[src/verilog/step_dir_defines.svh]
// Offsets, field positions, reset values and timing figures of the step/direction stage.
// Assumes inclusion by bare name from the package and the design modules.
`ifndef STEP_DIR_DEFINES_SVH
`define STEP_DIR_DEFINES_SVH

// Register offsets on the internal register port
`define SD_OFS_GLOBAL_CONFIG  8'h00
`define SD_OFS_STEP_TIMING    8'h10
`define SD_OFS_STATUS         8'h7f

// Field positions in global_config
`define SD_BIT_PULSE_IDLE     3
`define SD_BIT_EDGE_PER_STEP  4
`define SD_BIT_DIR_SENSE      5

// Field positions in the shared timing word
`define SD_PW_LSB             0
`define SD_PW_MSB             15
`define SD_LEAD_LSB           16
`define SD_LEAD_MSB           31

// Reset values: direction sense default one, no extra width or lead
`define SD_RST_GLOBAL_CONFIG  32'h0000_0020
`define SD_RST_STEP_TIMING    32'h0000_0000

// Counter width for both timing fields
`define SD_CNT_W              16

`endif

[src/verilog/step_dir_pkg.sv]
// Types shared by the step/direction output stage.
// Assumes step_dir_defines.svh is reachable on the include path.
`include "step_dir_defines.svh"

package step_dir_pkg;

    // Register port request, same clock as the stage
    typedef struct packed {
        logic [7:0]  addr;
        logic        wr;
        logic        rd;
        logic [31:0] wdata;
    } reg_req_t;

    // Step request from the ramp generator
    typedef struct packed {
        logic valid;
        logic negative;
    } step_req_t;

    // Sequencer states
    typedef enum logic [1:0] {
        ST_IDLE  = 2'b00,
        ST_LEAD  = 2'b01,
        ST_PULSE = 2'b10,
        ST_HOLD  = 2'b11
    } seq_state_t;

endpackage : step_dir_pkg

[src/verilog/step_dir_pulse_output.sv]
// Step/direction output stage: turns step requests into step and direction lines.
// Assumes step requests and register accesses come from logic on clk_sys_i (50 MHz).
`timescale 1ns/1ps
`default_nettype none
`include "step_dir_defines.svh"

module step_dir_pulse_output
    import step_dir_pkg::*;
(
    input  wire logic                   clk_sys_i,
    input  wire logic                   reset_n_i,
    input  wire step_dir_pkg::reg_req_t reg_req_i,
    output logic [31:0]                 reg_rdata_o,
    output logic                        reg_rvalid_o,
    input  wire step_dir_pkg::step_req_t step_req_i,
    output logic                        step_ready_o,
    output logic                        step_pulse_out_o,
    output logic                        direction_out_o
);
    import step_dir_pkg::*;

    // Registers, sequencer state and timer hookup
    logic [31:0]          global_config_q;
    logic [31:0]          step_timing_q;
    seq_state_t           state_q;
    seq_state_t           state_d;
    logic                 pending_q;
    logic                 pending_neg_q;
    logic                 dir_q;
    logic                 step_out_q;
    logic                 ready_q;
    logic                 timer_load;
    logic [`SD_CNT_W-1:0] timer_value;
    logic                 timer_zero;
    logic                 want_dir;
    logic                 start_pulse;
    logic                 flip_dir;
    logic                 pulse_active_d;
    logic [`SD_CNT_W-1:0] extra_pulse_width;
    logic [`SD_CNT_W-1:0] direction_lead_time;
    logic [31:0]          status_word;

    // Both timing fields live in one register word
    assign extra_pulse_width   = step_timing_q[`SD_PW_MSB:`SD_PW_LSB];
    assign direction_lead_time = step_timing_q[`SD_LEAD_MSB:`SD_LEAD_LSB];

    // Register writes; both timing fields share one word
    always_ff @(posedge clk_sys_i or negedge reset_n_i) begin
        if (!reset_n_i) begin
            global_config_q <= `SD_RST_GLOBAL_CONFIG;
            step_timing_q   <= `SD_RST_STEP_TIMING;
        end else if (reg_req_i.wr) begin
            if (reg_req_i.addr == `SD_OFS_GLOBAL_CONFIG) begin
                global_config_q <= reg_req_i.wdata;
            end
            if (reg_req_i.addr == `SD_OFS_STEP_TIMING) begin
                step_timing_q <= reg_req_i.wdata;
            end
        end
    end

    // Status word: state, pending, ready, direction, step line
    assign status_word = {26'h0,
                          state_q,
                          pending_q,
                          ready_q,
                          dir_q,
                          step_out_q};

    // Registered read answer, one cycle after the strobe; unmapped reads zero
    always_ff @(posedge clk_sys_i or negedge reset_n_i) begin
        if (!reset_n_i) begin
            reg_rdata_o  <= 32'h0000_0000;
            reg_rvalid_o <= 1'b0;
        end else begin
            reg_rvalid_o <= reg_req_i.rd;
            if (reg_req_i.rd) begin
                unique case (reg_req_i.addr)
                    `SD_OFS_GLOBAL_CONFIG: reg_rdata_o <= global_config_q;
                    `SD_OFS_STEP_TIMING:   reg_rdata_o <= step_timing_q;
                    `SD_OFS_STATUS:        reg_rdata_o <= status_word;
                    default:               reg_rdata_o <= 32'h0000_0000;
                endcase
            end
        end
    end

    // Direction level for the pending step, sense bit picks the mapping
    assign want_dir = global_config_q[`SD_BIT_DIR_SENSE] ? pending_neg_q
                                                         : ~pending_neg_q;

    // Accepted request waits here; requests are only taken in idle
    always_ff @(posedge clk_sys_i or negedge reset_n_i) begin
        if (!reset_n_i) begin
            pending_q     <= 1'b0;
            pending_neg_q <= 1'b0;
        end else if (step_req_i.valid && ready_q) begin
            pending_q     <= 1'b1;
            pending_neg_q <= step_req_i.negative;
        end else if (start_pulse) begin
            pending_q     <= 1'b0;
        end
    end

    // Sequencer: idle -> (lead) -> pulse -> hold -> idle
    always_comb begin
        state_d     = state_q;
        timer_load  = 1'b0;
        timer_value = '0;
        start_pulse = 1'b0;
        flip_dir    = 1'b0;
        unique case (state_q)
            ST_IDLE: begin
                if (pending_q && (want_dir != dir_q)) begin
                    flip_dir    = 1'b1;
                    timer_load  = 1'b1;
                    timer_value = direction_lead_time;
                    state_d     = ST_LEAD;
                end else if (pending_q) begin
                    start_pulse = 1'b1;
                end
            end
            ST_LEAD: begin
                if (timer_zero) begin
                    start_pulse = 1'b1;
                end
            end
            ST_PULSE: begin
                if (timer_zero) begin
                    timer_load  = 1'b1;
                    timer_value = extra_pulse_width;
                    state_d     = ST_HOLD;
                end
            end
            ST_HOLD: begin
                if (timer_zero) begin
                    state_d = ST_IDLE;
                end
            end
        endcase
        if (start_pulse) begin
            timer_load  = 1'b1;
            timer_value = extra_pulse_width;
            state_d     = ST_PULSE;
        end
    end

    // State register; only one step is ever in flight
    always_ff @(posedge clk_sys_i or negedge reset_n_i) begin
        if (!reset_n_i) begin
            state_q <= ST_IDLE;
        end else begin
            state_q <= state_d;
        end
    end

    // Direction only moves from idle, never in pulse or hold
    always_ff @(posedge clk_sys_i or negedge reset_n_i) begin
        if (!reset_n_i) begin
            dir_q <= 1'b0;
        end else if (flip_dir) begin
            dir_q <= want_dir;
        end
    end

    // Look ahead so the step line moves with the state, not a cycle late
    assign pulse_active_d = (state_d == ST_PULSE);

    // Step line; toggle mode keeps its level between steps
    always_ff @(posedge clk_sys_i or negedge reset_n_i) begin
        if (!reset_n_i) begin
            step_out_q <= 1'b0;
        end else if (global_config_q[`SD_BIT_EDGE_PER_STEP]) begin
            if (start_pulse) begin
                step_out_q <= ~step_out_q;
            end
        end else begin
            // Idle level bit set makes the falling edge the step
            step_out_q <= pulse_active_d ^ global_config_q[`SD_BIT_PULSE_IDLE];
        end
    end

    // Ready drops as soon as a request is taken, so none is lost
    always_ff @(posedge clk_sys_i or negedge reset_n_i) begin
        if (!reset_n_i) begin
            ready_q <= 1'b0;
        end else begin
            ready_q <= (state_d == ST_IDLE) && !pending_q && !(step_req_i.valid && ready_q);
        end
    end

    // One shared timer: lead, pulse and hold never overlap
    step_timer u_timer (
        .clk_sys_i (clk_sys_i),
        .reset_n_i (reset_n_i),
        .load_i    (timer_load),
        .value_i   (timer_value),
        .zero_o    (timer_zero)
    );

    // Outputs straight from their flip-flops
    assign step_pulse_out_o = step_out_q;
    assign direction_out_o  = dir_q;
    assign step_ready_o     = ready_q;

endmodule : step_dir_pulse_output

`default_nettype wire

[src/verilog/step_timer.sv]
// Loadable down counter with a zero flag, used for pulse, hold and lead timing.
// Assumes one clock and an asynchronous active-low reset.
`timescale 1ns/1ps
`default_nettype none
`include "step_dir_defines.svh"

module step_timer (
    input  wire logic                  clk_sys_i,
    input  wire logic                  reset_n_i,
    input  wire logic                  load_i,
    input  wire logic [`SD_CNT_W-1:0]  value_i,
    output logic                       zero_o
);
    logic [`SD_CNT_W-1:0] count_q;

    // Load wins over counting; stops at zero
    always_ff @(posedge clk_sys_i or negedge reset_n_i) begin
        if (!reset_n_i) begin
            count_q <= '0;
        end else if (load_i) begin
            count_q <= value_i;
        end else if (count_q != '0) begin
            count_q <= count_q - 1'b1;
        end
    end

    assign zero_o = (count_q == '0);

endmodule : step_timer

`default_nettype wire

[config.mk]
export PLATFORM = sky130hd
export DESIGN_NAME = step_dir_pulse_output
export DESIGN_NICKNAME = d
export VERILOG_FILES = /design/src/verilog/step_dir_pkg.sv /design/src/verilog/step_dir_pulse_output.sv /design/src/verilog/step_timer.sv
export VERILOG_INCLUDE_DIRS = /design/src /design/src/verilog
export SDC_FILE = /design/constraint.sdc
export NUM_CORES = 1
export LEC_CHECK = 0
export ABC_AREA = 1
export BUFFER_PORTS_ARGS = -buffer_cell sky130_fd_sc_hd__buf_2
export CORE_ASPECT_RATIO = 0.5
export CORE_MARGIN = 2
export CORE_UTILIZATION = 30
export DETAILED_ROUTE_END_ITERATION = 16
export GPL_TIMING_DRIVEN = 1
export PLACE_DENSITY = 0.52
export SLEW_MARGIN = 25
export SYNTH_ARGS = -nofsm -noshare
export SYNTH_HDL_FRONTEND = slang
export SYNTH_HIERARCHICAL = 1
export SYNTH_SLANG_ARGS = --single-unit
export TNS_END_PERCENT = 10
[constraint.sdc]
create_clock -name clk_sys_i -period 7 [get_ports clk_sys_i]
set_input_delay 0.35 -clock clk_sys_i [delete_from_list [all_inputs] [get_ports clk_sys_i]]
set_output_delay 0.35 -clock clk_sys_i [all_outputs]
set_load 0.02 [all_outputs]
**Word level (Yosys, flattened, before mapping)**

Cells that the tools add are included.

- Add/subtract/negate cells: 1
- Multipliers: 0
- Div/mod/pow operators: 0
- Order comparisons: 0
- Equality and inequality tests: 8
- Shifts and indexed selects: 0
- Mux-type cells: 25
- Bitwise gates (word level): 3
- Reductions and logical operators: 15

Operators with widths:

| cell | count |
|---|---|
| $pmux W32 S3 | 1 |
| $mux W16 | 5 |
| $pmux W16 S2 | 1 |
| $logic_not A16 Y1 | 1 |
| $reduce_bool A16 Y1 | 1 |
| $sub A16 B1 Y16 const B | 1 |
| $mux W1 | 11 |
| $eq A8 B5 Y1 const B | 1 |
| $eq A8 B7 Y1 const B | 1 |
| $logic_not A8 Y1 | 1 |
| $mux W2 | 4 |
| $eq A2 B2 Y1 const B | 3 |
| $pmux W2 S3 | 1 |
| $logic_and A1 B1 Y1 | 4 |
| $logic_not A2 Y1 | 2 |
| $pmux W1 S2 | 2 |
| $reduce_and A2 Y1 | 2 |
| $reduce_bool A2 Y1 | 2 |
| $eq A2 B1 Y1 const B | 1 |
| $logic_not A1 Y1 | 2 |
| $ne A2 B1 Y1 const B | 1 |
| $not A1 Y1 | 2 |
| $ne A1 B1 Y1 | 1 |
| $xor A1 B1 Y1 | 1 |

- Register bits: 120
- Latch bits: 0
- Bits in writable memories: 0
- ROM bits: 0
- Input port bits: 46
- Output and inout bits: 36
- Memories: 0

**Depth between registers and ports, before layout**

Gate-level depths: netlist (run 1).

- Depth in word-level cells: 10
- Depth in mapped cells: 17

**Modules after synthesis**

Netlist (run 1), hierarchy kept.

Modules (own cells, without submodules):

| module | instances | cells an instance | area an instance (um^2) | sequential area each (um^2) |
|---|---|---|---|---|
| step_dir_pulse_output | 1 | 591 | 4,844.6 | 2,603.7 |
| step_timer | 1 | 168 | 1,118.6 | 400.4 |

**Least setup slack after synthesis (run 1)**

No wires, ideal clock.

- Kind: register to register
- From: register u_timer.count_q[0]
- To: register u_timer.count_q[1]
- Data arrival time: 2.275 ns
- Data required time: 6.879 ns
- Path slack: 4.604 ns
- Cell stages (with the launch flop): 16
- Buffers on the path: 2
- Period minus slack after synthesis: 2.396 ns
- Cells stage by stage: dfrtp_1 -> inv_1 -> ha_1 -> nand2_2 -> nor2_1 -> nand3_1 -> nor3_1 -> nand3_1 -> nand2_1 -> buf_4 -> inv_1 -> nand3_1 -> clkbuf_1 -> o21ai_0 -> nand2_1 -> o21ai_1

- Word-level cells in the longest chain between the ends: 5
- Elaborated cells between the ends (all ways): 13
- Classes of those cells: 1 x add/sub; 9 x mux; 3 x reduce/logical

Ends and longest elaborated chain:

| item | RTL line | source |
|---|---|---|
| start: declaration | step_timer.sv:14 | `` logic [`SD_CNT_W-1:0] count_q; `` |
| start signal: assignment | step_timer.sv:21 | `count_q <= value_i;` |
| start signal: assignment | step_timer.sv:23 | `count_q <= count_q - 1'b1;` |
| $logic_not A16 Y1 * | step_timer.sv:27 | `assign zero_o = (count_q == '0);` |
| via timer_zero | step_dir_pulse_output.sv:34 | `logic timer_zero;` |
| $mux W1 * | step_dir_pulse_output.sv:124, step_dir_pulse_output.sv:129 |  |
| $pmux W1 S2 | step_dir_pulse_output.sv:112 | `unique case (state_q)` |
| $mux W1 * | step_dir_pulse_output.sv:141 | `if (start_pulse) begin` |
| via timer_load | step_dir_pulse_output.sv:32 | `logic timer_load;` |
| $mux W16 / $reduce_bool A2 Y1 (equally long branches) | n/a |  |

The timed path passes the listed nets; every way through them passes the cells marked *. The select of a mux whose other input is x is not followed.
A chain may end at the register's enable or synchronous reset.

**Worst setup path in the final report (run 1)**

- From: register u_timer.count_q[0]
- To: register u_timer.count_q[12]

Same word-level chain as after synthesis.

==> results of run 1 <==
## state kept, by name, indices dropped and copies added (netlist names), 2 cells and up
register / count
reg_rdata_o: 32
step_timing_q: 32
state_q: 2
global_config_q: 32
u_timer/count_q: 16
## cells in the mapped netlist, drive strengths merged (3+ instances only)
| cell | n |
|---|---|
| nand2 | 306 |
| o21ai | 123 |
| buf | 19 |
| nand3 | 36 |
| inv | 88 |
| nor2 | 30 |
| clkbuf | 12 |
| xor2 | 3 |
| dfrtp | 119 |
| nor3 | 5 |
| o21bai | 3 |
## final cells by class
class | instances | area share (%)
Clock buffer | 17 | 5.96
Clock inverter | 15 | 2.33
Inverter | 89 | 4.70
Multi-Input combinational cell | 519 | 34.2
Sequential cell | 120 | 42.1
Tap cell | 266 | 4.66
Timing Repair Buffer | 84 | 6.03
## power by group
group	leakage [nW]	internal, mW	switching [mW]	total [mW]
Combinational	1.85	0.141	0.278	0.419
Sequential	1.63	0.769	0.0674	0.836
Clock	0.287	0.532	0.346	0.878
## cells by family (layout without fill, tap and decap cells)
family | Yosys count | after routing | share of synthesized area, %
adder cells (fa/ha/maj) | 1 | 1 | 0.210
XOR/XNOR | 5 | 5 | 0.735
flip-flops | 120 | 120 | 50.4
AO/OA/AOI/OAI | 129 | 129 | 13.0
AND/OR/NAND/NOR | 384 | 384 | 27.0
buffers and inverters | 120 | 205 | 8.64
## critical path, cell delays in order (launching register included)
cell and delay (ps):
dfrtp_1 370, inv_1 100, ha_1 250, nand2_2 130
nor2_1 170, nand3_1 110, nor3_1 350, nand3_1 150
nand2_1 410, inv_1 120, nand3_1 540, inv_1 390
or2_2 370, nand2_1 70, nor2_1 40
## cells in the final DEF (no fill, tap or decap), types with 4 or more instances in the layout
cell type / n
nand2_2: 4
nand2_1: 301
clkbuf_16: 17
inv_6: 5
buf_2: 80
dfrtp_1: 119
inv_1: 86
nor2_1: 22
o21ai_0: 57
buf_4: 4
o21ai_2: 32
nand3_1: 33
nor2_2: 5
o21ai_1: 34
## per-layer routing
metal  up-vias  track usage [%]
met4         0             4.90
met2        78             23.9
li1       2526                -
met3         7             2.74
met5         -                0
met1      2427             23.5
## worst paths after layout
kind / startpoint / to / slack (ps) / depth (start not counted)
worst max-delay path: u_timer/count_q[0]$_DFFE_PN0P_ / u_timer/count_q[12]$_DFFE_PN0P_ / 3300 / 14
worst min-delay path: reset_n_i / reg_rdata_o[23]$_DFFE_PN0P_ / -6 / 1
worst max register to register: u_timer/count_q[0]$_DFFE_PN0P_ / u_timer/count_q[12]$_DFFE_PN0P_ / 3300 / 14
worst min register to register: reg_rdata_o[26]$_DFFE_PN0P_ / reg_rdata_o[26]$_DFFE_PN0P_ / 470 / 2
max in group asynchronous: reset_n_i / step_timing_q[10]$_DFFE_PN0P_ / 5650 / 2
min in group clk_sys_i: reg_req_i[23] / step_timing_q[23]$_DFFE_PN0P_ / 200 / 3
==> impl_metrics.ini, run 1 <==
[outcome]
status = complete, but fails checks
violations = negative hold slack

[power_and_ir_drop]
fin_total_pwr_mw = 2.13
p_leak_nw = 3.76
powerDensity_nw_per_um2 = 299
peakVddDrop_v = 0.000171

[yosys]
ys_warn_count = 6
ys_seq_area_share_pct = 50.4
synthesis.nets = 806
async_flop_share_pct = 100
syn-cell-area_um2 = 5960
syn_area_per_cell_um2 = 7.86
yosysUniqueCellTypes = 35
synth_edf_count = 0
synth_top_cell_area_share_pct = 49.9
synth_ff_type = dfrtp_1
synthCells = 759
ys_top_cells_by_area = dfrtp_1, nand2_1, inv_1, o21ai_0, o21ai_2
synth_seq_cells = 120
synth_top_area_cell = dfrtp_1

[placed_design]
dpl.cell_count = 1078
io_buffers = 81
place_area_um2 = 6550
routabilityCongestion = 0.841
dp_hpwl_um = 11200
place_ws_ps = 3320

[clocking]
tritoncts = done
cts_buffer_depth = 2
clkLatencyLatePin_ps = 420
cts_hold_buffers = 0
clk_pin_slew_ps = 60
clock_sinks = 120
htreeDepth = 4
numCtsBuffers = 17
cts_setup_buffers = 0
cts.repair.resized = 0
cts-root-buf = clkbuf_16

[final_layout]
layout-drive-gt1-share_pct = 20.4
regArea_um2 = 3000
finalNonFillerCells = 1110
num-fill-cells = 2053
num_antenna_cells = 0
design_area_um2 = 7140
fin_util_pct = 36.7
nets = 878
multiInputGateArea_um2 = 2440
syn_to_final_growth_pct = 19.7

[sta]
max_freq_ghz = 0.270
finalSetupTns_ps = 0
fin_ws_ps = 3300
hold_ws_ps = -5.67
relSlewSlack_pct = 41.0
worst_pin_slew_ps = 885
min_period_over_period_pct = 52.9
fin_crit_ps = 3700
setup_violations = 0
slew_violations = 0
finalHoldViolCount = 2
grt_setup_unrepaired = no
skew_ps = 15.1

[grt]
grt_usage_pct = 16.0
grt_overflow = 0
grt_pass1_vias = 4931
antenna_found_initial = 0
grt_start_max_net_pins = 69
grt_pass1_wl_um = 26600

[floorplan]
core-area_um2 = 19500
die_x_um = 203
die_h_um = 104
die-area_um2 = 21100
fp-row-count = 36
ios = 82
initial_utilization_pct = 30.6

[critical_path]
cp-end-kind = flip-flop
worstPathArrival_ps = 3990
crit_fanout = 21
criticalPathCategory = reg -> reg
start_kind = flip-flop
cp.required_ps = 7290

[routing]
firstDrtPassIters = 5
met3WireLength_um = 550
num_vias = 5038
route.met2.wl_um = 7080
wl_per_cell_um = 14.4
postRouteAntennaNets = 0
drc = 0
routed_wl_um = 16000
via_per_inst = 4.54
highest-signal-layer = met4
wl_met1_um = 8260
first_iter_violations = 399

[flow_run]
maxCapViolCount = 0

[worst_hold_path]
hold_class = in -> async
Power figures use the tool's default switching activity.
==> run 2, diff against run 1 <==
--- a/config.mk
+++ b/config.mk
@@ -6,14 +6,14 @@
 export SDC_FILE = /design/constraint.sdc
 export NUM_CORES = 1
 export LEC_CHECK = 0
-export ABC_AREA = 1
+export ABC_AREA = 0
 export BUFFER_PORTS_ARGS = -buffer_cell sky130_fd_sc_hd__buf_2
 export CORE_ASPECT_RATIO = 0.5
 export CORE_MARGIN = 2
 export CORE_UTILIZATION = 30
 export DETAILED_ROUTE_END_ITERATION = 16
 export GPL_TIMING_DRIVEN = 1
-export PLACE_DENSITY = 0.52
+export PLACE_DENSITY = 0.54
 export SLEW_MARGIN = 25
 export SYNTH_ARGS = -nofsm -noshare
 export SYNTH_HDL_FRONTEND = slang
==> constraint.sdc (replaced) <==
create_clock -name clk_sys_i -period 3 [get_ports clk_sys_i]
set_input_delay 0.15 -clock clk_sys_i [delete_from_list [all_inputs] [get_ports clk_sys_i]]
set_output_delay 0.15 -clock clk_sys_i [all_outputs]
set_load 0.02 [all_outputs]
==> impl_metrics.ini, run 2 <==
[outcome]
status = complete, but fails checks
violations = negative setup slack

[power_and_ir_drop]
peakVddDrop_v = 0.000460
p_int_mw = 3.68
p_leak_nw = 3.65
p_comb_share_pct = 17.1
pwr-share-seq_pct = 40.1
switching_share_pct = 27.6
p_switching_mw = 1.40
powerDensity_nw_per_um2 = 684
pwr-share-clk_pct = 42.9
fin_total_pwr_mw = 5.09

[yosys]
synth_top_family_by_area = multiplexers
synth_ff_type = dfrtp_1
synth_compound_area_share_pct = 10.1
synthAdderAreaFrac_pct = 0.218
ys_seq_area_share_pct = 52.4
synth_seq_cells = 120
synthCells = 459
async_flop_share_pct = 100
synth_mux_area_share_pct = 21.6
syn-cell-area_um2 = 5730
yosysUniqueCellTypes = 54
ys_top_cells_by_area = dfrtp_1, mux2_4, mux2i_1, mux2_2, o22ai_1
synth_edf_count = 0
synth-xor-area-share_pct = 1.94
ys_warn_count = 6
yosys-top-cells-count = dfrtp_1, mux2_4, mux2i_1
synth_top_cell_area_share_pct = 51.9
yosys.area_share.simple_pct = 9.36
synth_most_common_cell = dfrtp_1
syn_area_per_cell_um2 = 12.5
synth_top_area_cell = dfrtp_1
synthesis.nets = 506

[clocking]
tritoncts = done
clkLatencyLatePin_ps = 410
numCtsBuffers = 17
clock_sinks = 120
clk_pin_slew_ps = 50
htreeDepth = 4
cts_buffer_depth = 2
cts-root-buf = clkbuf_16

[grt]
use_met3_pct = 3.96
grtUsageMet1_pct = 21.3
antenna_found_initial = 0
met2_usage_pct = 23.1
top_usage_layer = met2
grt_overflow = 0
grt_usage_pct = 15.1
grt_start_max_net_pins = 67
grt_pass1_vias = 4191
grt_pass1_wl_um = 23300

[final_layout]
syn_to_final_growth_pct = 29.7
finalNonFillerCells = 856
reg_top3 = global_config_q (32), reg_rdata_o (32), step_timing_q (32)
design_area_um2 = 7440
final_common_cell = dfrtp_1
num_antenna_cells = 0
nets = 632
layout_common_cells = dfrtp_1, buf_2, mux2_4, mux2i_1, dlygate4sd3_1
layout-drive-gt1-share_pct = 36.0

[critical_path]
worstPathArrival_ps = 3350
critPathTopFamily = simple AND/OR/NAND/NOR gates
cp_slowest_cell = or4b_4
cp.buffers_inverters = 3
cp.required_ps = 3280
slowest_delay_ps = 460
cp-end-kind = flip-flop
crit_fanout = 10
criticalPathCategory = reg -> reg
crit_chain = inv_2 -> ha_2 -> or4b_4 -> or4_4 -> nor4b_4 -> and3b_1 -> a31oi_2 -> o21ai_2 -> or2_4 -> clkinvlp_4 -> buf_12 -> mux2i_1 -> nor2_1
start_kind = flip-flop

[floorplan]
core-area_um2 = 18600
die_x_um = 200
die_h_um = 102
ios = 82
initial_utilization_pct = 30.9
fp-row-count = 35
die-area_um2 = 20300

[routing]
first_iter_violations = 217
wl_per_cell_um = 16.7
num_vias = 4000
postRouteAntennaNets = 0
via_per_inst = 4.67
drc = 0
routed_wl_um = 14300
firstDrtPassIters = 5

[sta]
worst_pin_slew_ps = 727
max_freq_ghz = 0.326
relSlewSlack_pct = 51.5
min_period_over_period_pct = 102
skew_ps = 6.33
finalSetupTns_ps = -198
finalHoldViolCount = 0
slew_violations = 0
fin_ws_ps = -64.7
grt_setup_unrepaired = yes
setup_violations = 5
fin_crit_ps = 3060

[placed_design]
io_buffers = 81
place_area_um2 = 6480
dp_hpwl_um = 9740
dpl.cell_count = 793
routabilityCongestion = 0.840

[worst_hold_path]
hold_class = in -> reg

[flow_run]
maxCapViolCount = 0
[run 2: worst reg2reg max path: cells and delay by family (launching register included)]
kind	cells	cell delay [ps]
adders and majority gates	1	170
and+or+nand+nor	6	1660
AOI/OAI and AO/OA	2	200
muxes	1	150
DFF	1	400
buffers and inverters	3	340
[run 2: final timing paths]
| kind | from | endpoint | slack (ps) | cells after the start |
|---|---|---|---|---|
| worst max-delay path | u_timer/count_q[0]$_DFFE_PN0P_ | u_timer/count_q[7]$_DFFE_PN0P_ | -60 | 13 |
| worst min-delay path | reg_req_i[27] | global_config_q[27]$_DFFE_PN0P_ | 9 | 2 |
| worst max register to register | u_timer/count_q[0]$_DFFE_PN0P_ | u_timer/count_q[7]$_DFFE_PN0P_ | -60 | 13 |
| worst min register to register | global_config_q[0]$_DFFE_PN0P_ | reg_rdata_o[0]$_DFFE_PN0P_ | 500 | 2 |
| max in group asynchronous | reset_n_i | step_timing_q[13]$_DFFE_PN0P_ | 1850 | 3 |
| min in group asynchronous | reset_n_i | reg_rdata_o[8]$_DFFE_PN0P_ | 330 | 2 |
[run 2: cell type report]
type                    count  area (um2)
fillers                  1802       11100
flip-flops and latches    120        3000
clock buffers              20         457
clock inverters            11         171
multi-input cells         286        2490
repair buffers            129         871
well taps                 259         324
inverters                  31         120
[run 2: cells by family after synthesis]
kind of cell / Yosys count
compound gates: 86
xor+xnor: 11
fa+ha+maj: 1
buf+inv: 53
flops: 120
mux: 100
simple gates: 88
[run 2: metal layers]
| layer | vias to the layer above | part of all wire (%) |
|---|---|---|
| met1 | 2009 | 51 |
| li1 | 1909 | - |
| met5 | - | 0 |
| met4 | 0 | 1.1 |
| met3 | 15 | 3.5 |
| met2 | 67 | 45 |
[run 2: what timing repair did]
action                                  4_1_cts  5_1_grt
pin swaps                                     1        0
hold endpoints to repair                    110        0
hold buffers                                 31        0
endpoints found under the setup margin        6       15
gates resized for setup                       1        0
setup buffers                                 1        0
[run 2: power groups by stage]
stage	logic, mW	registers, mW	clock network (mW)
finish	0.869	2.04	2.18
floorplan	0.593	2.00	0
global placement	0.826	2.06	0
detailed placement	0.834	2.06	0
global route	0.976	2.07	2.30
CTS	0.877	2.03	2.22
[run 2: stage by stage]
step | hold WS [ps] | setup slack, ps | util (%)
final | 8.57 | -64.7 | 40.1
after global routing | 0.669 | -225 | 40.1
after CTS | 0.0362 | -65.5 | 40.1
after detailed placement | 255 | -77.7 | 34.9
after global placement | 252 | -10.8 | 34.9
after floorplan | -146 | -147 | -
==> run 3, diff against run 2 <==
--- a/config.mk
+++ b/config.mk
@@ -13,7 +13,7 @@
 export CORE_UTILIZATION = 30
 export DETAILED_ROUTE_END_ITERATION = 16
 export GPL_TIMING_DRIVEN = 1
-export PLACE_DENSITY = 0.54
+export PLACE_DENSITY = 0.52
 export SLEW_MARGIN = 25
 export SYNTH_ARGS = -nofsm -noshare
 export SYNTH_HDL_FRONTEND = slang
==> constraint.sdc (replaced) <==
create_clock -name clk_sys_i -period 2.9 [get_ports clk_sys_i]
set_input_delay 0.145 -clock clk_sys_i [delete_from_list [all_inputs] [get_ports clk_sys_i]]
set_output_delay 0.145 -clock clk_sys_i [all_outputs]
set_load 0.02 [all_outputs]
==> impl_metrics.ini, run 3 (same netlist as run 2, synthesis figures left out) <==
[routing]
routed_wl_um = 14200
firstDrtPassIters = 4
via_per_inst = 4.65
first_iter_violations = 213
wl_per_cell_um = 16.4
drc = 0
num_vias = 4012
postRouteAntennaNets = 0

[critical_path]
worstPathArrival_ps = 3220
cp.required_ps = 3200
crit_fanout = 10
criticalPathCategory = reg -> reg
start_kind = flip-flop
r2r-end = u_timer/count_q[13]$_DFFE_PN0P_
cp-end-kind = flip-flop
ff2ff_path_depth = 12
r2r-start = u_timer/count_q[0]$_DFFE_PN0P_
regToRegSetupSlack_ps = -30

[flow_run]
maxCapViolCount = 0

[final_layout]
nets = 638
syn_to_final_growth_pct = 30.9
num_antenna_cells = 0
layout-drive-gt1-share_pct = 36.4
reg_top3 = global_config_q (32), reg_rdata_o (32), step_timing_q (32)
final_common_cell = dfrtp_1
finalNonFillerCells = 863
design_area_um2 = 7500
fin_util_pct = 40.4
layout_common_cells = dfrtp_1, buf_2, mux2_4, mux2i_1, dlygate4sd3_1

[clocking]
clock_sinks = 120
clk_pin_slew_ps = 60
cts-root-buf = clkbuf_16
htreeDepth = 4
clkLatencyLatePin_ps = 410
tritoncts = done
cts_buffer_depth = 2
numCtsBuffers = 17

[placed_design]
dp_hpwl_um = 9920
dpl.cell_count = 797
routabilityCongestion = 0.814
place_ws_ps = -30.5
place_area_um2 = 6520
io_buffers = 81

[outcome]
violations = negative setup slack
status = complete, but fails checks

[worst_hold_path]
min_from = reg_req_i[28]
hold_class = in -> reg
hold_depth = 2
holdPathEnd = global_config_q[28]$_DFFE_PN0P_

[sta]
min_period_over_period_pct = 101
slew_violations = 0
fin_ws_ps = -25.5
worst_pin_slew_ps = 759
relSlewSlack_pct = 48.8
finalHoldViolCount = 0
grt_setup_unrepaired = yes
setup_violations = 1
fin_crit_ps = 2930
skew_ps = 13.9
max_freq_ghz = 0.342

[floorplan]
die_x_um = 200
die-area_um2 = 20300
fp-row-count = 35
die_h_um = 102
core-area_um2 = 18600
ios = 82
initial_utilization_pct = 30.9

[grt]
grt_pass1_wl_um = 23100
antenna_found_initial = 0
grt_usage_pct = 14.9
grt_overflow = 0
grt_start_max_net_pins = 50
grt_pass1_vias = 4211

[power_and_ir_drop]
peakVddDrop_v = 0.000367
fin_total_pwr_mw = 5.30
p_leak_nw = 3.68
powerDensity_nw_per_um2 = 706
==> run 3: cell count changes in the layout (fill, tap and decap cells not counted) <==
cell           change
buf_4              +3
dlygate4sd3_1      +3
inv_6              +3
inv_2              +2
clkbuf_8           -1
clkinv_2           -1
clkinv_4           -1
ha_2               -1
ha_4               +1
inv_1              -1
==> run 3: area by class of cell <==
type,instances,area [um2]
Multi-Input combinational cell,286,2500
Fill cell,1792,11100
Timing Repair Buffer,135,923
Clock buffer,19,443
Inverter,31,116
Sequential cell,120,3000
Tap cell,259,324
Clock inverter,13,191
==> run 3: worst max-delay path, cell delays in order (launching register included) <==
cell	delay [ps]
dfrtp_1	380
inv_2	90
ha_4	130
or4b_4	450
or4_4	440
nor4b_4	320
and3b_1	220
a31oi_2	50
o21ai_2	110
buf_4	230
a22o_1	140
nor2_1	40
a211oi_1	210
==> run 3: what timing repair did <==
action | 4_1_cts | 5_1_grt
endpoints found under the setup margin | 4 | 16
hold endpoints to repair | 108 | 0
buffers inserted | 0 | 0
hold buffers | 34 | 0
gates resized for setup | 2 | 1
==> run 3: metrics by stage <==
stage          hold WS (ps)  TNS, ps
6_report               20.3    -25.5
4_1_cts                11.8    -68.2
5_1_grt                9.86     -906
3_5_place_dp            201    -68.1
2_1_floorplan          -151    -3470
3_3_place_gp            200        0
==> run 3: layer usage <==
metal	up-vias	global-route usage, %	part of all wire, %
met2	44	22.3	45
met3	7	3.73	2.5
met1	2029	21.7	52
met5	-	0	0
li1	1932	-	-
met4	0	3.25	0.73
==> run 3: report_power, final <==
part | switching, mW | internal (mW) | leakage, nW
Clock | 0.799 | 1.47 | 0.301
Sequential | 0.239 | 1.87 | 1.62
Combinational | 0.440 | 0.480 | 1.76
Total | 1.48 | 3.82 | 3.68
==> run 3: how the worst max path moves through the flow <==
stage / startpoint / endpoint / slack [ps] / cells after the start
2_1_floorplan: u_timer/count_q[0]$_DFFE_PN0P_ / u_timer/count_q[11]$_DFFE_PN0P_ / -250 / 14
3_3_place_gp: u_timer/count_q[0]$_DFFE_PN0P_ / u_timer/count_q[7]$_DFFE_PN0P_ / 70 / 13
3_5_place_dp: u_timer/count_q[0]$_DFFE_PN0P_ / u_timer/count_q[13]$_DFFE_PN0P_ / -30 / 12
4_1_cts: u_timer/count_q[0]$_DFFE_PN0P_ / u_timer/count_q[13]$_DFFE_PN0P_ / -70 / 12
5_1_grt: u_timer/count_q[0]$_DFFE_PN0P_ / u_timer/count_q[13]$_DFFE_PN0P_ / -180 / 12
6_report: u_timer/count_q[0]$_DFFE_PN0P_ / u_timer/count_q[13]$_DFFE_PN0P_ / -30 / 12
